`config.mk`:
```
export PLATFORM = sky130hd
export DESIGN_NAME = timer_pulse_measure_capture_regs
export DESIGN_NICKNAME = d
export VERILOG_FILES = /design/src/core/timer_pulse_measure_capture_regs.v
export VERILOG_INCLUDE_DIRS = /design/src /design/src/core
export SDC_FILE = /design/constraint.sdc
export NUM_CORES = 1
export LEC_CHECK = 0
export BUFFER_PORTS_ARGS = -buffer_cell sky130_fd_sc_hd__clkbuf_2
export CAP_MARGIN = 20
export CELL_PAD_IN_SITES_DETAIL_PLACEMENT = 1
export CELL_PAD_IN_SITES_GLOBAL_PLACEMENT = 2
export CORE_UTILIZATION = 39
export DETAILED_ROUTE_END_ITERATION = 16
export PLACE_DENSITY_LB_ADDON = 0.1
export SKIP_CTS_REPAIR_TIMING = 1
export SYNTH_ARGS = -nofsm -noshare
export SYNTH_HDL_FRONTEND = slang
export SYNTH_SLANG_ARGS = --single-unit
```
`constraint.sdc`:
```
create_clock -name clk_i -period 4.9 [get_ports clk_i]
set_input_delay 0.98 -clock clk_i [delete_from_list [all_inputs] [get_ports clk_i]]
set_output_delay 0.98 -clock clk_i [all_outputs]
set_load 0.005 [all_outputs]
```
`src/core/tmr_defs.vh`:
```
// register offsets, field positions, reset values and dma source codes for the timer
`ifndef TMR_DEFS_VH
`define TMR_DEFS_VH
`define ADR_CAPA 8'h00
`define ADR_CAPB 8'h04
`define ADR_CMPA 8'h08
`define ADR_CMPB 8'h0c
`define ADR_CNT 8'h10
`define ADR_CTL1 8'h14
`define ADR_CTL2 8'h18
`define ADR_FLAGS 8'h1c
`define CMPA_RST 16'h8000
`define CMPB_RST 16'h0000
`define CNT_RST 16'hfffc
`define CNT_ZERO 16'h0000
`define CNT_TOP 16'hffff
`define CTL_RST 16'h0000
`define C1_EN 15
`define C1_PMM 14
`define C1_DMAS_HI 13
`define C1_DMAS_LO 12
`define C1_EDGB 3
`define C1_EDGA 2
`define C1_EXEDG 1
`define C1_ECKEN 0
`define C2_ICAIE 15
`define C2_OCAIE 14
`define C2_OVERFLOW_IRQ_ENABLE 13
`define C2_ICBIE 12
`define C2_OCBIE 11
`define C2_DMA_REQUEST_ENABLE 10
`define C2_MASK 16'hfcff
`define F_ICA 15
`define F_OCA 14
`define F_TO 13
`define F_ICB 12
`define F_OCB 11
`define DMA_CAPA 2'b00
`define DMA_CMPA 2'b01
`define DMA_CAPB 2'b10
`define DMA_CMPB 2'b11
`endif
```
`src/core/timer_pulse_measure_capture_regs.v`:
```
// 16-bit timer: capture, compare, counter, pulse measure, irq and dma routing
//
// Notes on behaviour
// - pulse-measure mode uses both captures from input A
// - capture A event clears counter in pulse-measure
// - first capture A in pulse-measure raises no irq or dma
// - in pulse-measure, capture A period, capture B pulse width
// - control bit 15 enables counting
// - two-bit field selects dma source
// - one dma request, gated by dma enable
// - each interrupt gated by its enable bit
// - five separate irqs plus one combined
// - registers are accessed as 16-bit words only
// - capture A read-only, loads counter on event
// - capture B read-only, loads counter on event
// - compare A resets to 8000h, drives output A
// - compare B compared with counter, drives output B
// - counter resets and reloads to FFFCh on write
// - edge select 0 falling, 1 rising
// - internal tick is clock over prescale plus one
// - flag clears only on written zero
`timescale 1ns/1ps
`include "tmr_defs.vh"
module timer_pulse_measure_capture_regs (
  input wire clk_i,
  input wire rst_i,
  input wire cyc_i,
  input wire stb_i,
  input wire we_i,
  input wire [7:0] adr_i,
  input wire [3:0] sel_i,
  input wire [31:0] dat_i,
  output reg [31:0] dat_o,
  output reg ack_o,
  output reg err_o,
  input wire capture_input_a_i,
  input wire capture_input_b_i,
  input wire ext_clk_i,
  output reg compare_output_a_o,
  output reg compare_output_b_o,
  output reg irq_capture_a_o,
  output reg irq_compare_a_o,
  output reg irq_overflow_o,
  output reg irq_capture_b_o,
  output reg irq_compare_b_o,
  output reg irq_any_o,
  output reg dma_req_o
);

  // ----------------------------------------------------------------
  // registers
  // ----------------------------------------------------------------
  reg [15:0] capture_a_value_q;
  reg [15:0] capture_b_value_q;
  reg [15:0] compare_a_value_q;
  reg [15:0] compare_b_value_q;
  reg [15:0] counter_value_q;
  reg [15:0] timer_control_first_q;
  reg [15:0] timer_control_second_q;
  reg [15:0] timer_flags_q;
  reg [7:0] presc_q;
  reg first_cap_q;
  reg [2:0] sync_a_q;
  reg [2:0] sync_b_q;
  reg [2:0] sync_e_q;
  reg lvl_a_q;
  reg lvl_b_q;
  reg lvl_e_q;

  // ----------------------------------------------------------------
  // input synchronisers
  // ----------------------------------------------------------------
  always @(posedge clk_i) begin
    if (rst_i) begin
      sync_a_q <= 3'b000;
      sync_b_q <= 3'b000;
      sync_e_q <= 3'b000;
      lvl_a_q <= 1'b0;
      lvl_b_q <= 1'b0;
      lvl_e_q <= 1'b0;
    end else begin
      sync_a_q <= {sync_a_q[1:0], capture_input_a_i};
      sync_b_q <= {sync_b_q[1:0], capture_input_b_i};
      sync_e_q <= {sync_e_q[1:0], ext_clk_i};
      if (sync_a_q[1] == sync_a_q[2])
        lvl_a_q <= sync_a_q[2];
      if (sync_b_q[1] == sync_b_q[2])
        lvl_b_q <= sync_b_q[2];
      if (sync_e_q[1] == sync_e_q[2])
        lvl_e_q <= sync_e_q[2];
    end
  end

  // filtered level changes
  wire a_chg = (sync_a_q[1] == sync_a_q[2]) && (sync_a_q[2] != lvl_a_q);
  wire b_chg = (sync_b_q[1] == sync_b_q[2]) && (sync_b_q[2] != lvl_b_q);
  wire e_chg = (sync_e_q[1] == sync_e_q[2]) && (sync_e_q[2] != lvl_e_q);

  // ----------------------------------------------------------------
  // edge decode
  // ----------------------------------------------------------------
  // edge polarity match
  function edge_hit;
    input chg;
    input new_lvl;
    input sel;
    begin
      edge_hit = chg && (new_lvl == sel);
    end
  endfunction

  wire pmm = timer_control_first_q[`C1_PMM];
  wire en = timer_control_first_q[`C1_EN];
  wire cap_a_ev = edge_hit(a_chg, sync_a_q[2],
                           timer_control_first_q[`C1_EDGA]);
  wire cap_b_ev = pmm ?
    edge_hit(a_chg, sync_a_q[2], timer_control_first_q[`C1_EDGB]) :
    edge_hit(b_chg, sync_b_q[2], timer_control_first_q[`C1_EDGB]);

  // ----------------------------------------------------------------
  // timer tick
  // ----------------------------------------------------------------
  // prescaler divides by factor plus one
  wire presc_done = (presc_q == timer_control_second_q[7:0]);
  wire tick = timer_control_first_q[`C1_ECKEN] ?
    edge_hit(e_chg, sync_e_q[2], timer_control_first_q[`C1_EXEDG]) :
    presc_done;

  always @(posedge clk_i) begin
    if (rst_i || !en || presc_done)
      presc_q <= 8'h00;
    else
      presc_q <= presc_q + 8'h01;
  end

  // ----------------------------------------------------------------
  // bus decode
  // ----------------------------------------------------------------
  wire req = cyc_i && stb_i && !ack_o && !err_o;
  wire word_ok = (sel_i[1:0] == 2'b11);
  wire wr = req && we_i && word_ok;
  wire wr_cnt = wr && (adr_i == `ADR_CNT);
  wire wr_flags = wr && (adr_i == `ADR_FLAGS);

  // ----------------------------------------------------------------
  // counter and compare
  // ----------------------------------------------------------------
  wire match_a = tick && en && (counter_value_q == compare_a_value_q);
  wire match_b = tick && en && (counter_value_q == compare_b_value_q);
  wire ovf = tick && en && (counter_value_q == `CNT_TOP);

  always @(posedge clk_i) begin
    if (rst_i) begin
      counter_value_q <= `CNT_RST;
    end else if (wr_cnt) begin
      counter_value_q <= `CNT_RST;
    end else if (pmm && cap_a_ev) begin
      counter_value_q <= `CNT_ZERO;
    end else if (en && tick) begin
      counter_value_q <= counter_value_q + 16'h0001;
    end
  end

  always @(posedge clk_i) begin
    if (rst_i) begin
      compare_output_a_o <= 1'b0;
      compare_output_b_o <= 1'b0;
    end else begin
      compare_output_a_o <= match_a;
      compare_output_b_o <= match_b;
    end
  end

  // ----------------------------------------------------------------
  // captures
  // ----------------------------------------------------------------
  always @(posedge clk_i) begin
    if (rst_i) begin
      first_cap_q <= 1'b1;
      capture_a_value_q <= 16'h0000;
      capture_b_value_q <= 16'h0000;
    end else begin
      // in pulse-measure, a holds period, b holds width
      if (cap_a_ev)
        capture_a_value_q <= counter_value_q;
      if (cap_b_ev)
        capture_b_value_q <= counter_value_q;
      if (!pmm || !en)
        first_cap_q <= 1'b1;
      else if (cap_a_ev)
        first_cap_q <= 1'b0;
    end
  end

  // suppress first capture A in pulse-measure
  wire ica_ev = cap_a_ev && !(pmm && first_cap_q);

  // ----------------------------------------------------------------
  // flags: set wins over a written zero
  // ----------------------------------------------------------------
  wire [15:0] set_v = {ica_ev, match_a, ovf, cap_b_ev, match_b, 11'h000};
  always @(posedge clk_i) begin
    if (rst_i)
      timer_flags_q <= 16'h0000;
    else if (wr_flags)
      timer_flags_q <= (timer_flags_q & dat_i[15:0]) | set_v;
    else
      timer_flags_q <= timer_flags_q | set_v;
  end

  // ----------------------------------------------------------------
  // interrupts and dma
  // ----------------------------------------------------------------
  // flags gated by enables
  wire [4:0] irq_v = timer_flags_q[15:11] & timer_control_second_q[15:11];
  wire [1:0] dsel = timer_control_first_q[`C1_DMAS_HI:`C1_DMAS_LO];
  reg dma_src;
  always @* begin
    case (dsel)
      `DMA_CAPA: dma_src = ica_ev;
      `DMA_CMPA: dma_src = match_a;
      `DMA_CAPB: dma_src = cap_b_ev;
      default: dma_src = match_b;
    endcase
  end

  always @(posedge clk_i) begin
    if (rst_i) begin
      irq_capture_a_o <= 1'b0;
      irq_compare_a_o <= 1'b0;
      irq_overflow_o <= 1'b0;
      irq_capture_b_o <= 1'b0;
      irq_compare_b_o <= 1'b0;
      irq_any_o <= 1'b0;
      dma_req_o <= 1'b0;
    end else begin
      irq_capture_a_o <= irq_v[4];
      irq_compare_a_o <= irq_v[3];
      irq_overflow_o <= irq_v[2];
      irq_capture_b_o <= irq_v[1];
      irq_compare_b_o <= irq_v[0];
      irq_any_o <= |irq_v;
      dma_req_o <= dma_src && timer_control_second_q[`C2_DMA_REQUEST_ENABLE];
    end
  end

  // ----------------------------------------------------------------
  // register writes
  // ----------------------------------------------------------------
  always @(posedge clk_i) begin
    if (rst_i) begin
      compare_a_value_q <= `CMPA_RST;
      compare_b_value_q <= `CMPB_RST;
      timer_control_first_q <= `CTL_RST;
      timer_control_second_q <= `CTL_RST;
    end else if (wr) begin
      if (adr_i == `ADR_CMPA)
        compare_a_value_q <= dat_i[15:0];
      else if (adr_i == `ADR_CMPB)
        compare_b_value_q <= dat_i[15:0];
      else if (adr_i == `ADR_CTL1)
        timer_control_first_q <= dat_i[15:0];
      else if (adr_i == `ADR_CTL2)
        timer_control_second_q <= dat_i[15:0] & `C2_MASK;
    end
  end

  // ----------------------------------------------------------------
  // read and acknowledge
  // ----------------------------------------------------------------
  wire mapped = (adr_i == `ADR_CAPA) || (adr_i == `ADR_CAPB) ||
                (adr_i == `ADR_CMPA) || (adr_i == `ADR_CMPB) ||
                (adr_i == `ADR_CNT) || (adr_i == `ADR_CTL1) ||
                (adr_i == `ADR_CTL2) || (adr_i == `ADR_FLAGS);
  reg [15:0] rd;
  always @* begin
    if (adr_i == `ADR_CAPA)
      rd = capture_a_value_q;
    else if (adr_i == `ADR_CAPB)
      rd = capture_b_value_q;
    else if (adr_i == `ADR_CMPA)
      rd = compare_a_value_q;
    else if (adr_i == `ADR_CMPB)
      rd = compare_b_value_q;
    else if (adr_i == `ADR_CNT)
      rd = counter_value_q;
    else if (adr_i == `ADR_CTL1)
      rd = timer_control_first_q;
    else if (adr_i == `ADR_CTL2)
      rd = timer_control_second_q;
    else if (adr_i == `ADR_FLAGS)
      rd = timer_flags_q;
    else
      rd = 16'h0000;
  end

  always @(posedge clk_i) begin
    if (rst_i) begin
      ack_o <= 1'b0;
      err_o <= 1'b0;
      dat_o <= 32'h00000000;
    end else begin
      ack_o <= req && mapped && word_ok;
      err_o <= req && !(mapped && word_ok);
      if (req && !we_i && mapped && word_ok)
        dat_o <= {16'h0000, rd};
    end
  end

endmodule // timer_pulse_measure_capture_regs

```
Word level (Yosys, flattened, before mapping)

Cells that the tools add are included.

Logic and storage cells: 133
Bits in registers: 174

Reduce and logical (&&, ||, !) cells: 57
Mux-type cells: 14
Bitwise logic cells: 7
Equality and inequality tests: 24
$add $sub $neg: 2

Operator list:

| cell                    | count |
|---|---|
| $mux W16                | 11 |
| $eq A16 B16 Y1          | 2 |
| $eq A8 B5 Y1 const B    | 4 |
| $or A16 B16 Y16         | 2 |
| $logic_and A1 B1 Y1     | 29 |
| $add A16 B1 Y16 const B | 1 |
| $and A16 B16 Y16        | 1 |
| $eq A16 B16 Y1 const B  | 1 |
| $eq A8 B4 Y1 const B    | 2 |
| $logic_or A1 B1 Y1      | 10 |
| $add A8 B1 Y8 const B   | 1 |
| $eq A8 B3 Y1 const B    | 1 |
| $eq A8 B8 Y1            | 1 |
| $logic_not A8 Y1        | 1 |
| $eq A1 B1 Y1            | 7 |
| $logic_not A1 Y1        | 7 |
| $and A5 B5 Y5           | 1 |
| $reduce_and A5 Y1       | 1 |
| $reduce_or A5 Y1        | 1 |
| $eq A2 B2 Y1 const B    | 2 |
| $reduce_and A4 Y1       | 1 |
| $reduce_or A2 Y1        | 2 |
| $ne A1 B1 Y1            | 3 |
| $not A1 Y1              | 3 |
| 8 further kinds         | 9 |

Depth between registers and ports, before layout

Gate-level depths: netlist (run 1).

Depth after elaboration: 11
Mapped depth: 8
Depth with buffers taken out: 7

Worst setup path before layout (run 1)

Ideal clock, no wire load.

Kind: input-to-reg
Start: input adr_i[1]
End: register compare_a_value_q[15]
Setup time: 0.122 ns
Buffers on the path: 2
Arrival: 2.914 ns
Stages on the path: 8
Path slack: 1.863 ns
Cells stage by stage: or2_1 or4_4 or4_4 or3_1 buf_2 buf_6 nand2_1 nand3b_1

Longest elaborated chain between the ends: 2

Ends and longest elaborated chain:

| what                        | RTL line                               | source |
|---|---|---|
| start: declaration          | timer_pulse_measure_capture_regs.v:30  | `input wire [7:0] adr_i,` |
| $eq A8 B4 Y1 (no line)      | -                                      |  |
| $reduce_and A2 Y1 (no line) | -                                      |  |
| end signal: assignment      | timer_pulse_measure_capture_regs.v:252 | `` compare_a_value_q <= `CMPA_RST; `` |
| end signal: assignment      | timer_pulse_measure_capture_regs.v:258 | `compare_a_value_q <= dat_i[15:0];` |
| end: declaration            | timer_pulse_measure_capture_regs.v:55  | `reg [15:0] compare_a_value_q;` |

No other way between the ends.
A chain may end at the register's enable or synchronous reset.

Worst setup path in the final report (run 1)

Start: input adr_i[1]
End: register timer_control_first_q[6]

Longest elaborated chain between the ends: 3

Ends and longest elaborated chain:

| what                            | RTL line                               | source |
|---|---|---|
| $eq A8 B4 Y1 (no line)          | -                                      |  |
| $not A1 Y1 (no line)            | -                                      |  |
| $reduce_and A4 Y1 (no line) (*) | -                                      |  |
| end signal: assignment          | timer_pulse_measure_capture_regs.v:254 | `` timer_control_first_q <= `CTL_RST; `` |
| end signal: assignment          | timer_pulse_measure_capture_regs.v:262 | `timer_control_first_q <= dat_i[15:0];` |
| end: declaration                | timer_pulse_measure_capture_regs.v:58  | `reg [15:0] timer_control_first_q;` |

Mark *: on every way between the ends. The rest lies on a longest branch, timed or not.

==> flow_summary.html, run 1 <==
<table>
<tr><th>Metric</th><th>Value</th></tr>
<tr><th colspan="2">Status</th></tr>
<tr><td>Run status</td><td>finished clean</td></tr>
<tr><th colspan="2">Floorplanning</th></tr>
<tr><td>Number of standard-cell rows in the floorplan</td><td>52</td></tr>
<tr><td>Core area</td><td>20,200 sq um</td></tr>
<tr><td>Height of the die</td><td>145 um</td></tr>
<tr><td>Starting utilization of the core area</td><td>39.7%</td></tr>
<tr><td>Ports placed on the boundary</td><td>95</td></tr>
<tr><td>Die X</td><td>145 um</td></tr>
<tr><td>Die footprint</td><td>21,200 sq um</td></tr>
<tr><th colspan="2">Critical path</th></tr>
<tr><td>CP cell instances</td><td>clkbuf_2, or2_1, or4_4, nor4_2, nand3b_1, buf_4, nand2_1, a21oi_1</td></tr>
<tr><td>Nature of the critical path startpoint</td><td>input pin</td></tr>
<tr><td>Required time at the worst-slack endpoint</td><td>5180 ps</td></tr>
<tr><td>Category of the critical setup timing path</td><td>input pin to flip-flop</td></tr>
<tr><td>Buffering stage count on the worst path with inverters included</td><td>2</td></tr>
<tr><td>Top Family by Delay on Critical Path</td><td>simple AND/OR/NAND/NOR gates</td></tr>
<tr><td>Worst reg-to-reg setup slack</td><td>2320 ps</td></tr>
<tr><td>Crit Path Max Fanout</td><td>13</td></tr>
<tr><td>Max stage delay cell, worst path</td><td>sky130_fd_sc_hd__nor4_2</td></tr>
<tr><td>Worst path max stage delay</td><td>670 ps</td></tr>
<tr><td>Kind of capture point of the worst setup path</td><td>flip-flop</td></tr>
<tr><td>CP Data Arrival Time</td><td>3590 ps</td></tr>
<tr><th colspan="2">Timing</th></tr>
<tr><td>Total negative slack for setup checks</td><td>0 ps</td></tr>
<tr><td>Share of the clock period used by the worst path</td><td>67.6%</td></tr>
<tr><td>F_max</td><td>302 MHz</td></tr>
<tr><td>Headroom to the max-slew limit</td><td>32.5%</td></tr>
<tr><td>Unrepaired setup endpoints after global routing</td><td>false</td></tr>
<tr><td>Slew Limit Fails</td><td>0</td></tr>
<tr><td>Min Tclk post-route</td><td>3310 ps</td></tr>
<tr><td>Clock Skews</td><td>10.1 ps</td></tr>
<tr><td>Measured slew at the worst slew-check pin</td><td>1010 ps</td></tr>
<tr><td>Final count of hold timing violations</td><td>0</td></tr>
<tr><td>Number of endpoints failing setup at the final stage</td><td>0</td></tr>
<tr><th colspan="2">Clock tree</th></tr>
<tr><td>Root Buffer Master</td><td>sky130_fd_sc_hd__clkbuf_16</td></tr>
<tr><td>Total number of clock tree sinks</td><td>174</td></tr>
<tr><td>Clock slew seen by the registers of the worst setup and hold paths</td><td>60 ps</td></tr>
<tr><td>TritonCTS clock tree</td><td>done</td></tr>
<tr><td># H-tree levels</td><td>4</td></tr>
<tr><td>Clock latency of the later-clocked register in the worst-skew pair</td><td>430 ps</td></tr>
<tr><td>Deepest clock path buffer count</td><td>2</td></tr>
<tr><td>CTS buffer count</td><td>17</td></tr>
<tr><th colspan="2">Flow run</th></tr>
<tr><td>Max-cap viol count</td><td>0</td></tr>
<tr><th colspan="2">Detailed routing</th></tr>
<tr><td>Remaining DRCs</td><td>0</td></tr>
<tr><td>Final routed wire length divided by cell count</td><td>21.0 um</td></tr>
<tr><td>Vias per cell</td><td>5.39</td></tr>
<tr><td>First drt pass iteration count</td><td>4</td></tr>
<tr><td>DR vias</td><td>6,507</td></tr>
<tr><td>Detailed router's first-iteration violation count</td><td>266</td></tr>
<tr><td>Routed wire length</td><td>25,300 um</td></tr>
<tr><td>Detail Route Antenna Nets</td><td>0</td></tr>
<tr><th colspan="2">Yosys</th></tr>
<tr><td>Commonest cells in the netlist</td><td>176 x sky130_fd_sc_hd__nand2_1, 174 x sky130_fd_sc_hd__dfxtp_1, 88 x sky130_fd_sc_hd__a21oi_1</td></tr>
<tr><td>Netlist cell types</td><td>53</td></tr>
<tr><td>Proportion of netlist area held by the largest area contributor</td><td>43.4%</td></tr>
<tr><td>Area contributors post-synth</td><td>sky130_fd_sc_hd__dfxtp_1 43%, sky130_fd_sc_hd__nand2_1 8.2%, sky130_fd_sc_hd__mux4_2 7.3%, sky130_fd_sc_hd__a21oi_1 5.5%, sky130_fd_sc_hd__mux2i_1 4.7%</td></tr>
<tr><td>Number of synthesized register bits</td><td>174</td></tr>
<tr><td>Cell area after synthesis</td><td>8030 sq um</td></tr>
<tr><td>Main flop type after synthesis</td><td>sky130_fd_sc_hd__dfxtp_1</td></tr>
<tr><td>Cell type with the largest total area after synthesis</td><td>sky130_fd_sc_hd__dfxtp_1</td></tr>
<tr><td>Number of synthesis warnings</td><td>0</td></tr>
<tr><td>FFs w/ async S/R, synth</td><td>0%</td></tr>
<tr><td>Post-synth EDFFs</td><td>0</td></tr>
<tr><td>Most instantiated library cell after synthesis</td><td>sky130_fd_sc_hd__nand2_1</td></tr>
<tr><td>Sequential share of the synthesized area</td><td>43.4%</td></tr>
<tr><td>Mapped Cells</td><td>904</td></tr>
<tr><td>Syn_area_per_cell</td><td>8.88 sq um</td></tr>
<tr><th colspan="2">Finish</th></tr>
<tr><td>Area growth from synthesis to layout</td><td>12.6%</td></tr>
<tr><td>Final instance area</td><td>9040 sq um</td></tr>
<tr><td>Final cell count without fillers</td><td>1,208</td></tr>
<tr><td>Count of antenna diodes in the layout</td><td>0</td></tr>
<tr><td># fillers</td><td>2,379</td></tr>
<tr><td>Number of nets at the end of the flow</td><td>981</td></tr>
<tr><td>Post-Route Utilization</td><td>44.7%</td></tr>
<tr><td>Layout cells sized above 1</td><td>15.7%</td></tr>
<tr><th colspan="2">Power</th></tr>
<tr><td>Cell Pwr Density</td><td>327 nW/um^2</td></tr>
<tr><td>Pleak</td><td>3.41 nW</td></tr>
<tr><td>Share of power burned in registers</td><td>48.1%</td></tr>
<tr><td>Sw Ratio</td><td>22.2%</td></tr>
<tr><td>Net switching power of the design</td><td>0.655 mW</td></tr>
<tr><td>Relative contribution of the clock network to total power</td><td>47.7%</td></tr>
<tr><td>Part of the total power dissipated in combinational logic</td><td>4.2%</td></tr>
<tr><td>Maximum ir drop on the vdd rail</td><td>0.000224 V</td></tr>
<tr><td>Cell internal pwr</td><td>2.30 mW</td></tr>
<tr><td>Total power draw</td><td>2.95 mW</td></tr>
<tr><th colspan="2">Global routing</th></tr>
<tr><td>Vias in the first global route</td><td>6,790</td></tr>
<tr><td>Initial antenna violation count</td><td>1</td></tr>
<tr><td>Gr ovfl total</td><td>0</td></tr>
<tr><td>Pin count of the biggest net entering global routing</td><td>61</td></tr>
<tr><td>First-pass GRT wire length</td><td>40,000 um</td></tr>
<tr><td>GRT Util Overall</td><td>25.0%</td></tr>
<tr><th colspan="2">Worst hold path</th></tr>
<tr><td>Type of the most critical hold path</td><td>flip-flop to flip-flop</td></tr>
<tr><th colspan="2">Place</th></tr>
<tr><td>Total cell area at the placement stage</td><td>8420 sq um</td></tr>
<tr><td>Count of input and output buffers</td><td>60</td></tr>
<tr><td>Placed cell count</td><td>1,176</td></tr>
<tr><td>Final RePlAce weighted congestion</td><td>0.832</td></tr>
<tr><td>Dpl hpwl</td><td>17,900 um</td></tr>
</table>
## kinds of logic (layout without fill, tap and decap cells)
group / Yosys count / in the layout / share of synthesized area, %
xor gates and xnor gates: 61 / 61 / 6.66
muxes: 76 / 76 / 13.7
adders and majority gates: 2 / 2 / 0.312
AOI/OAI and AO/OA: 134 / 134 / 8.92
other: 1 / 16 / 0.0467
and+or+nand+nor: 365 / 365 / 21.6
buffers and inverters: 91 / 110 / 5.32
DFF: 174 / 174 / 43.4
## cells in the final DEF, fill, tap and decap left out, types with 10 or more instances in the layout
cell	n
sky130_fd_sc_hd__a21oi_1	88
sky130_fd_sc_hd__dfxtp_1	174
sky130_fd_sc_hd__clkbuf_2	59
sky130_fd_sc_hd__xor2_1	29
sky130_fd_sc_hd__o21ai_1	22
sky130_fd_sc_hd__mux2_2	10
sky130_fd_sc_hd__nor4_1	18
sky130_fd_sc_hd__conb_1	16
sky130_fd_sc_hd__buf_4	16
sky130_fd_sc_hd__mux2i_1	38
sky130_fd_sc_hd__nand2_1	176
sky130_fd_sc_hd__nor3b_1	14
sky130_fd_sc_hd__mux4_2	26
sky130_fd_sc_hd__clkbuf_16	17
sky130_fd_sc_hd__nand3_1	12
sky130_fd_sc_hd__nor2b_1	16
sky130_fd_sc_hd__xnor2_1	32
sky130_fd_sc_hd__nor2_1	70
## layer usage
layer  GRT usage (%)  share of wire, %
met3            3.51               4.4
met1            32.9                44
met4            8.05               1.8
met2            42.2                49
met5               0             0.051
## state kept, by name, indices dropped and copies added, names as in the netlist, 3 cells and up
signal and count:
capture_b_value_q 16, counter_value_q 16, sync_b_q 3, compare_b_value_q 16, sync_e_q 3, presc_q 8
dat_o 16, timer_control_second_q 14, timer_control_first_q 16, timer_flags_q 16, compare_a_value_q 16, sync_a_q 3
capture_a_value_q 16
## cell type report
cell class / count / area (sq um) / share of cell area [%]
sequential: 174 / 3480 / 38.5
multi-input combinational: 654 / 4180 / 46.2
clock buffer: 21 / 470 / 5.20
tap: 270 / 338 / 3.74
inverter: 5 / 18.8 / 0.208
clock inverter: 9 / 136 / 1.51
timing repair buffer: 75 / 415 / 4.59
## stage by stage
step	hold slack, ps	worst slack (ps)
after floorplan	414	1860
after global placement	420	1120
after detailed placement	427	1100
after CTS	442	1540
after global routing	463	1380
final	438	1590
## power groups by stage
stage	Sequential (mW)	Combinational [mW]	Clock (mW)
finish	1.42	0.125	1.41
global placement	1.45	0.122	0
floorplan	1.45	0.0828	0
CTS	1.42	0.125	1.44
detailed placement	1.45	0.124	0
global route	1.42	0.134	1.51
## path summary, 6_finish.rpt
kind                                                              end  cells past startpoint                    from
worst max-delay path            timer_control_first_q[6]$_SDFFE_PP0P_                      8                adr_i[1]
worst max register to register  timer_control_first_q[6]$_SDFFE_PP0P_                      7        ack_o$_SDFF_PP0_
worst min-delay path                           sync_b_q[1]$_SDFF_PP0_                      1  sync_b_q[0]$_SDFF_PP0_
worst min register to register                 sync_b_q[1]$_SDFF_PP0_                      1  sync_b_q[0]$_SDFF_PP0_
Note: power is estimated with default switching activity, not from simulation.
==> run 2, diff against run 1 <==
--- a/config.mk
+++ b/config.mk
@@ -6,11 +6,12 @@
 export SDC_FILE = /design/constraint.sdc
 export NUM_CORES = 1
 export LEC_CHECK = 0
+export ABC_AREA = 1
 export BUFFER_PORTS_ARGS = -buffer_cell sky130_fd_sc_hd__clkbuf_2
 export CAP_MARGIN = 20
 export CELL_PAD_IN_SITES_DETAIL_PLACEMENT = 1
 export CELL_PAD_IN_SITES_GLOBAL_PLACEMENT = 2
-export CORE_UTILIZATION = 39
+export CORE_UTILIZATION = 30
 export DETAILED_ROUTE_END_ITERATION = 16
 export PLACE_DENSITY_LB_ADDON = 0.1
 export SKIP_CTS_REPAIR_TIMING = 1
==> constraint.sdc (replaced) <==
create_clock -name clk_i -period 2.79 [get_ports clk_i]
set_input_delay 0.558 -clock clk_i [delete_from_list [all_inputs] [get_ports clk_i]]
set_output_delay 0.558 -clock clk_i [all_outputs]
set_load 0.005 [all_outputs]
==> run 2 against run 1 <==
  * Die area increased by 34%
  * Setup slack got worse by 1000 ps
  * Critical path depth up 2
  * Register-to-register slack got worse by 1700 ps
  * Count of clock-buffer cells in the layout fell by 1
  * Via count rose by 16%
  * Utilization shrank 9.6 points
  * Area after synthesis increased by 3.2%
  * Clock skew is 3.9 ps higher
  * First-iteration DRC count increased by 11%
  * Synthesized cell count increased by 31%
  * Critical endpoint is now timer_flags_q[11]$_SDFF_PP0_
  * Largest power group unchanged
  * Highest routed layer is now met4
==> flow_summary.html, run 2 <==
<table>
<tr><th>Metric</th><th>Value</th></tr>
<tr><th colspan="2">Yosys</th></tr>
<tr><td>Netlist cell types</td><td>35</td></tr>
<tr><td>Number of synthesized register bits</td><td>174</td></tr>
<tr><td>FFs w/ async S/R, synth</td><td>0%</td></tr>
<tr><td>Cell type with the largest total area after synthesis</td><td>sky130_fd_sc_hd__dfxtp_1</td></tr>
<tr><td>Post-synth EDFFs</td><td>0</td></tr>
<tr><td>Main flop type after synthesis</td><td>sky130_fd_sc_hd__dfxtp_1</td></tr>
<tr><td>Area contributors post-synth</td><td>sky130_fd_sc_hd__dfxtp_1 42%, sky130_fd_sc_hd__nand2_1 11%, sky130_fd_sc_hd__o21ai_0 6.5%, sky130_fd_sc_hd__a21oi_1 6.4%, sky130_fd_sc_hd__nor2_1 6.0%</td></tr>
<tr><td>Syn_area_per_cell</td><td>7.02 sq um</td></tr>
<tr><td>Cell area after synthesis</td><td>8290 sq um</td></tr>
<tr><td>Sequential share of the synthesized area</td><td>42.0%</td></tr>
<tr><td>Most instantiated library cell after synthesis</td><td>sky130_fd_sc_hd__nand2_1</td></tr>
<tr><td>Commonest cells in the netlist</td><td>249 x sky130_fd_sc_hd__nand2_1, 174 x sky130_fd_sc_hd__dfxtp_1, 132 x sky130_fd_sc_hd__nor2_1</td></tr>
<tr><td>Mapped Cells</td><td>1,180</td></tr>
<tr><td>Number of synthesis warnings</td><td>0</td></tr>
<tr><td>Proportion of netlist area held by the largest area contributor</td><td>42.0%</td></tr>
<tr><th colspan="2">Status</th></tr>
<tr><td>Run status</td><td>finished clean</td></tr>
<tr><th colspan="2">Timing</th></tr>
<tr><td>Final count of hold timing violations</td><td>0</td></tr>
<tr><td>Number of endpoints failing setup at the final stage</td><td>0</td></tr>
<tr><td>Min Tclk post-route</td><td>2210 ps</td></tr>
<tr><td>Clock Skews</td><td>14.0 ps</td></tr>
<tr><td>Setup ws final</td><td>575 ps</td></tr>
<tr><td>Unrepaired setup endpoints after global routing</td><td>false</td></tr>
<tr><td>Total negative slack for setup checks</td><td>0 ps</td></tr>
<tr><td>Slew Limit Fails</td><td>0</td></tr>
<tr><td>F_max</td><td>452 MHz</td></tr>
<tr><td>Measured slew at the worst slew-check pin</td><td>714 ps</td></tr>
<tr><td>Headroom to the max-slew limit</td><td>52.3%</td></tr>
<tr><td>Share of the clock period used by the worst path</td><td>79.4%</td></tr>
<tr><th colspan="2">Detailed routing</th></tr>
<tr><td>Remaining DRCs</td><td>0</td></tr>
<tr><td>DR vias</td><td>7,567</td></tr>
<tr><td>First drt pass iteration count</td><td>4</td></tr>
<tr><td>Routed wire length</td><td>27,500 um</td></tr>
<tr><td>Final routed wire length divided by cell count</td><td>17.4 um</td></tr>
<tr><td>Detailed router's first-iteration violation count</td><td>295</td></tr>
<tr><td>Vias per cell</td><td>4.79</td></tr>
<tr><td>Detail Route Antenna Nets</td><td>0</td></tr>
<tr><th colspan="2">Critical path</th></tr>
<tr><td>Kind of capture point of the worst setup path</td><td>flip-flop</td></tr>
<tr><td>CP Data Arrival Time</td><td>2580 ps</td></tr>
<tr><td>Crit Path Max Fanout</td><td>13</td></tr>
<tr><td>Nature of the critical path startpoint</td><td>flip-flop</td></tr>
<tr><td>Category of the critical setup timing path</td><td>flip-flop to flip-flop</td></tr>
<tr><td>Required time at the worst-slack endpoint</td><td>3150 ps</td></tr>
<tr><th colspan="2">Flow run</th></tr>
<tr><td>Max-cap viol count</td><td>0</td></tr>
<tr><th colspan="2">Global routing</th></tr>
<tr><td>GRT Util Overall</td><td>20.2%</td></tr>
<tr><td>Gr ovfl total</td><td>0</td></tr>
<tr><td>Initial antenna violation count</td><td>0</td></tr>
<tr><td>Vias in the first global route</td><td>7,608</td></tr>
<tr><td>Pin count of the biggest net entering global routing</td><td>61</td></tr>
<tr><td>First-pass GRT wire length</td><td>43,700 um</td></tr>
<tr><th colspan="2">Clock tree</th></tr>
<tr><td>CTS buffer count</td><td>17</td></tr>
<tr><td>Deepest clock path buffer count</td><td>2</td></tr>
<tr><td>Clock latency of the later-clocked register in the worst-skew pair</td><td>430 ps</td></tr>
<tr><td>Clock slew seen by the registers of the worst setup and hold paths</td><td>80 ps</td></tr>
<tr><td>Total number of clock tree sinks</td><td>174</td></tr>
<tr><td>TritonCTS clock tree</td><td>done</td></tr>
<tr><td># H-tree levels</td><td>4</td></tr>
<tr><td>Root Buffer Master</td><td>sky130_fd_sc_hd__clkbuf_16</td></tr>
<tr><th colspan="2">Finish</th></tr>
<tr><td>Count of antenna diodes in the layout</td><td>0</td></tr>
<tr><td>Most common cell after layout, fill and taps aside</td><td>sky130_fd_sc_hd__nand2_1</td></tr>
<tr><td>Commonest cells after routing, fill and taps aside</td><td>249 x sky130_fd_sc_hd__nand2_1, 174 x sky130_fd_sc_hd__dfxtp_1, 132 x sky130_fd_sc_hd__nor2_1</td></tr>
<tr><td>Area growth from synthesis to layout</td><td>14.3%</td></tr>
<tr><td>Number of nets at the end of the flow</td><td>1,279</td></tr>
<tr><td>Layout cells sized above 1</td><td>11.1%</td></tr>
<tr><th colspan="2">Floorplanning</th></tr>
<tr><td>Ports placed on the boundary</td><td>95</td></tr>
<tr><td>Height of the die</td><td>168 um</td></tr>
<tr><td>Starting utilization of the core area</td><td>30.7%</td></tr>
<tr><td>Number of standard-cell rows in the floorplan</td><td>60</td></tr>
<tr><td>Die footprint</td><td>28,300 sq um</td></tr>
<tr><td>Die X</td><td>168 um</td></tr>
<tr><td>Core area</td><td>27,000 sq um</td></tr>
<tr><th colspan="2">Place</th></tr>
<tr><td>Dpl hpwl</td><td>19,900 um</td></tr>
<tr><td>Count of input and output buffers</td><td>60</td></tr>
<tr><td>Final RePlAce weighted congestion</td><td>0.777</td></tr>
<tr><td>Setup slack at placement</td><td>281 ps</td></tr>
<tr><th colspan="2">Power</th></tr>
<tr><td>Maximum ir drop on the vdd rail</td><td>0.000299 V</td></tr>
<tr><td>Pleak</td><td>3.99 nW</td></tr>
<tr><td>Cell Pwr Density</td><td>540 nW/um^2</td></tr>
<tr><th colspan="2">Worst hold path</th></tr>
<tr><td>Type of the most critical hold path</td><td>input pin to flip-flop</td></tr>
</table>
-- run 2: changes by cell type after synthesis, moves of 16 or more --
cell / change
sky130_fd_sc_hd__clkbuf_1: -19
sky130_fd_sc_hd__nor2b_1: -16
sky130_fd_sc_hd__nand4_1: +22
sky130_fd_sc_hd__o21ai_0: +100
sky130_fd_sc_hd__a21oi_1: +18
sky130_fd_sc_hd__inv_1: +126
sky130_fd_sc_hd__mux4_2: -26
sky130_fd_sc_hd__mux2i_1: -38
sky130_fd_sc_hd__nand3_1: +44
sky130_fd_sc_hd__nor4_1: -19
sky130_fd_sc_hd__nand2_1: +73
sky130_fd_sc_hd__nor2_1: +62
sky130_fd_sc_hd__xor2_1: -20
sky130_fd_sc_hd__o211ai_1: +20
-- run 2: cell families after synthesis --
kind of cell             Yosys count  share of synthesized area, %
AND/OR/NAND/NOR                  505                          27.0
AO/OA/AOI/OAI                    257                          16.4
buffers and inverters            205                          10.4
flip-flops                       174                          42.0
XOR/XNOR                          36                          3.81
adder cells (fa/ha/maj)            2                         0.302
other                              1                        0.0453
-- run 2: area by class of cell --
| class | count | area [sq um] |
|---|---|---|
| clock buffers | 20 | 447 |
| clock inverters | 12 | 126 |
| fillers | 3411 | 17600 |
| inverters | 134 | 504 |
| multi-input cells | 816 | 4000 |
| flip-flops and latches | 174 | 3480 |
| well taps | 341 | 427 |
| repair buffers | 82 | 490 |
-- run 2: final timing paths --
| kind | start | endpoint | slack (ps) | depth (start not counted) |
|---|---|---|---|---|
| hold reg to reg | sync_e_q[0]$_SDFF_PP0_ | sync_e_q[1]$_SDFF_PP0_ | 410 | 2 |
| hold / removal | capture_input_b_i | sync_b_q[0]$_SDFF_PP0_ | 310 | 3 |
| setup reg to reg | presc_q[5]$_SDFF_PP0_ | timer_flags_q[11]$_SDFF_PP0_ | 580 | 10 |
| setup / recovery | presc_q[5]$_SDFF_PP0_ | timer_flags_q[11]$_SDFF_PP0_ | 580 | 10 |
-- run 2: worst max-delay path, stage by stage, from the launching register on --
cell	delay [ps]
sky130_fd_sc_hd__dfxtp_1	440
sky130_fd_sc_hd__nand2_1	80
sky130_fd_sc_hd__nand2_1	80
sky130_fd_sc_hd__nand2_1	50
sky130_fd_sc_hd__nor2_1	150
sky130_fd_sc_hd__nand2_1	130
sky130_fd_sc_hd__nand2_1	170
sky130_fd_sc_hd__nand2_2	200
sky130_fd_sc_hd__inv_1	460
sky130_fd_sc_hd__nand2_1	210
sky130_fd_sc_hd__a21oi_1	170
-- run 2: routing by layer --
| metal | up-vias | GRT usage (%) | routed length [um] | share of wire (%) |
|---|---|---|---|---|
| met3 | 10 | 2.59 | 576 | 2.1 |
| met1 | 3588 | 27.6 | 13700 | 50 |
| met4 | 0 | 4.78 | 286 | 1.0 |
| met5 | - | 0 | 0 | 0 |
| li1 | 3883 | - | - | - |
| met2 | 86 | 34.0 | 13000 | 47 |
-- run 2: through the flow --
| step | area, sq um | utilization [%] | hold WS (ps) | std cells | power, mW |
|---|---|---|---|---|---|
| after detailed placement | 8900 | 32.9 | 399 | 1547 | 2.76 |
| final | 9470 | 35.1 | 313 | 1579 | 5.12 |
| after floorplan | 8340 | - | 388 | 1195 | 2.68 |
| after CTS | 9470 | 35.1 | 299 | 1579 | 5.18 |
| after global routing | 9470 | 35.1 | 308 | 1579 | 5.34 |
| after global placement | 8900 | 32.9 | 389 | 1547 | 2.75 |
-- run 2: where the power goes --
part	internal, mW	switching (mW)
Clock	1.29	1.14
Combinational	0.0549	0.134
Sequential	2.50	0.00757
Total	3.84	1.28
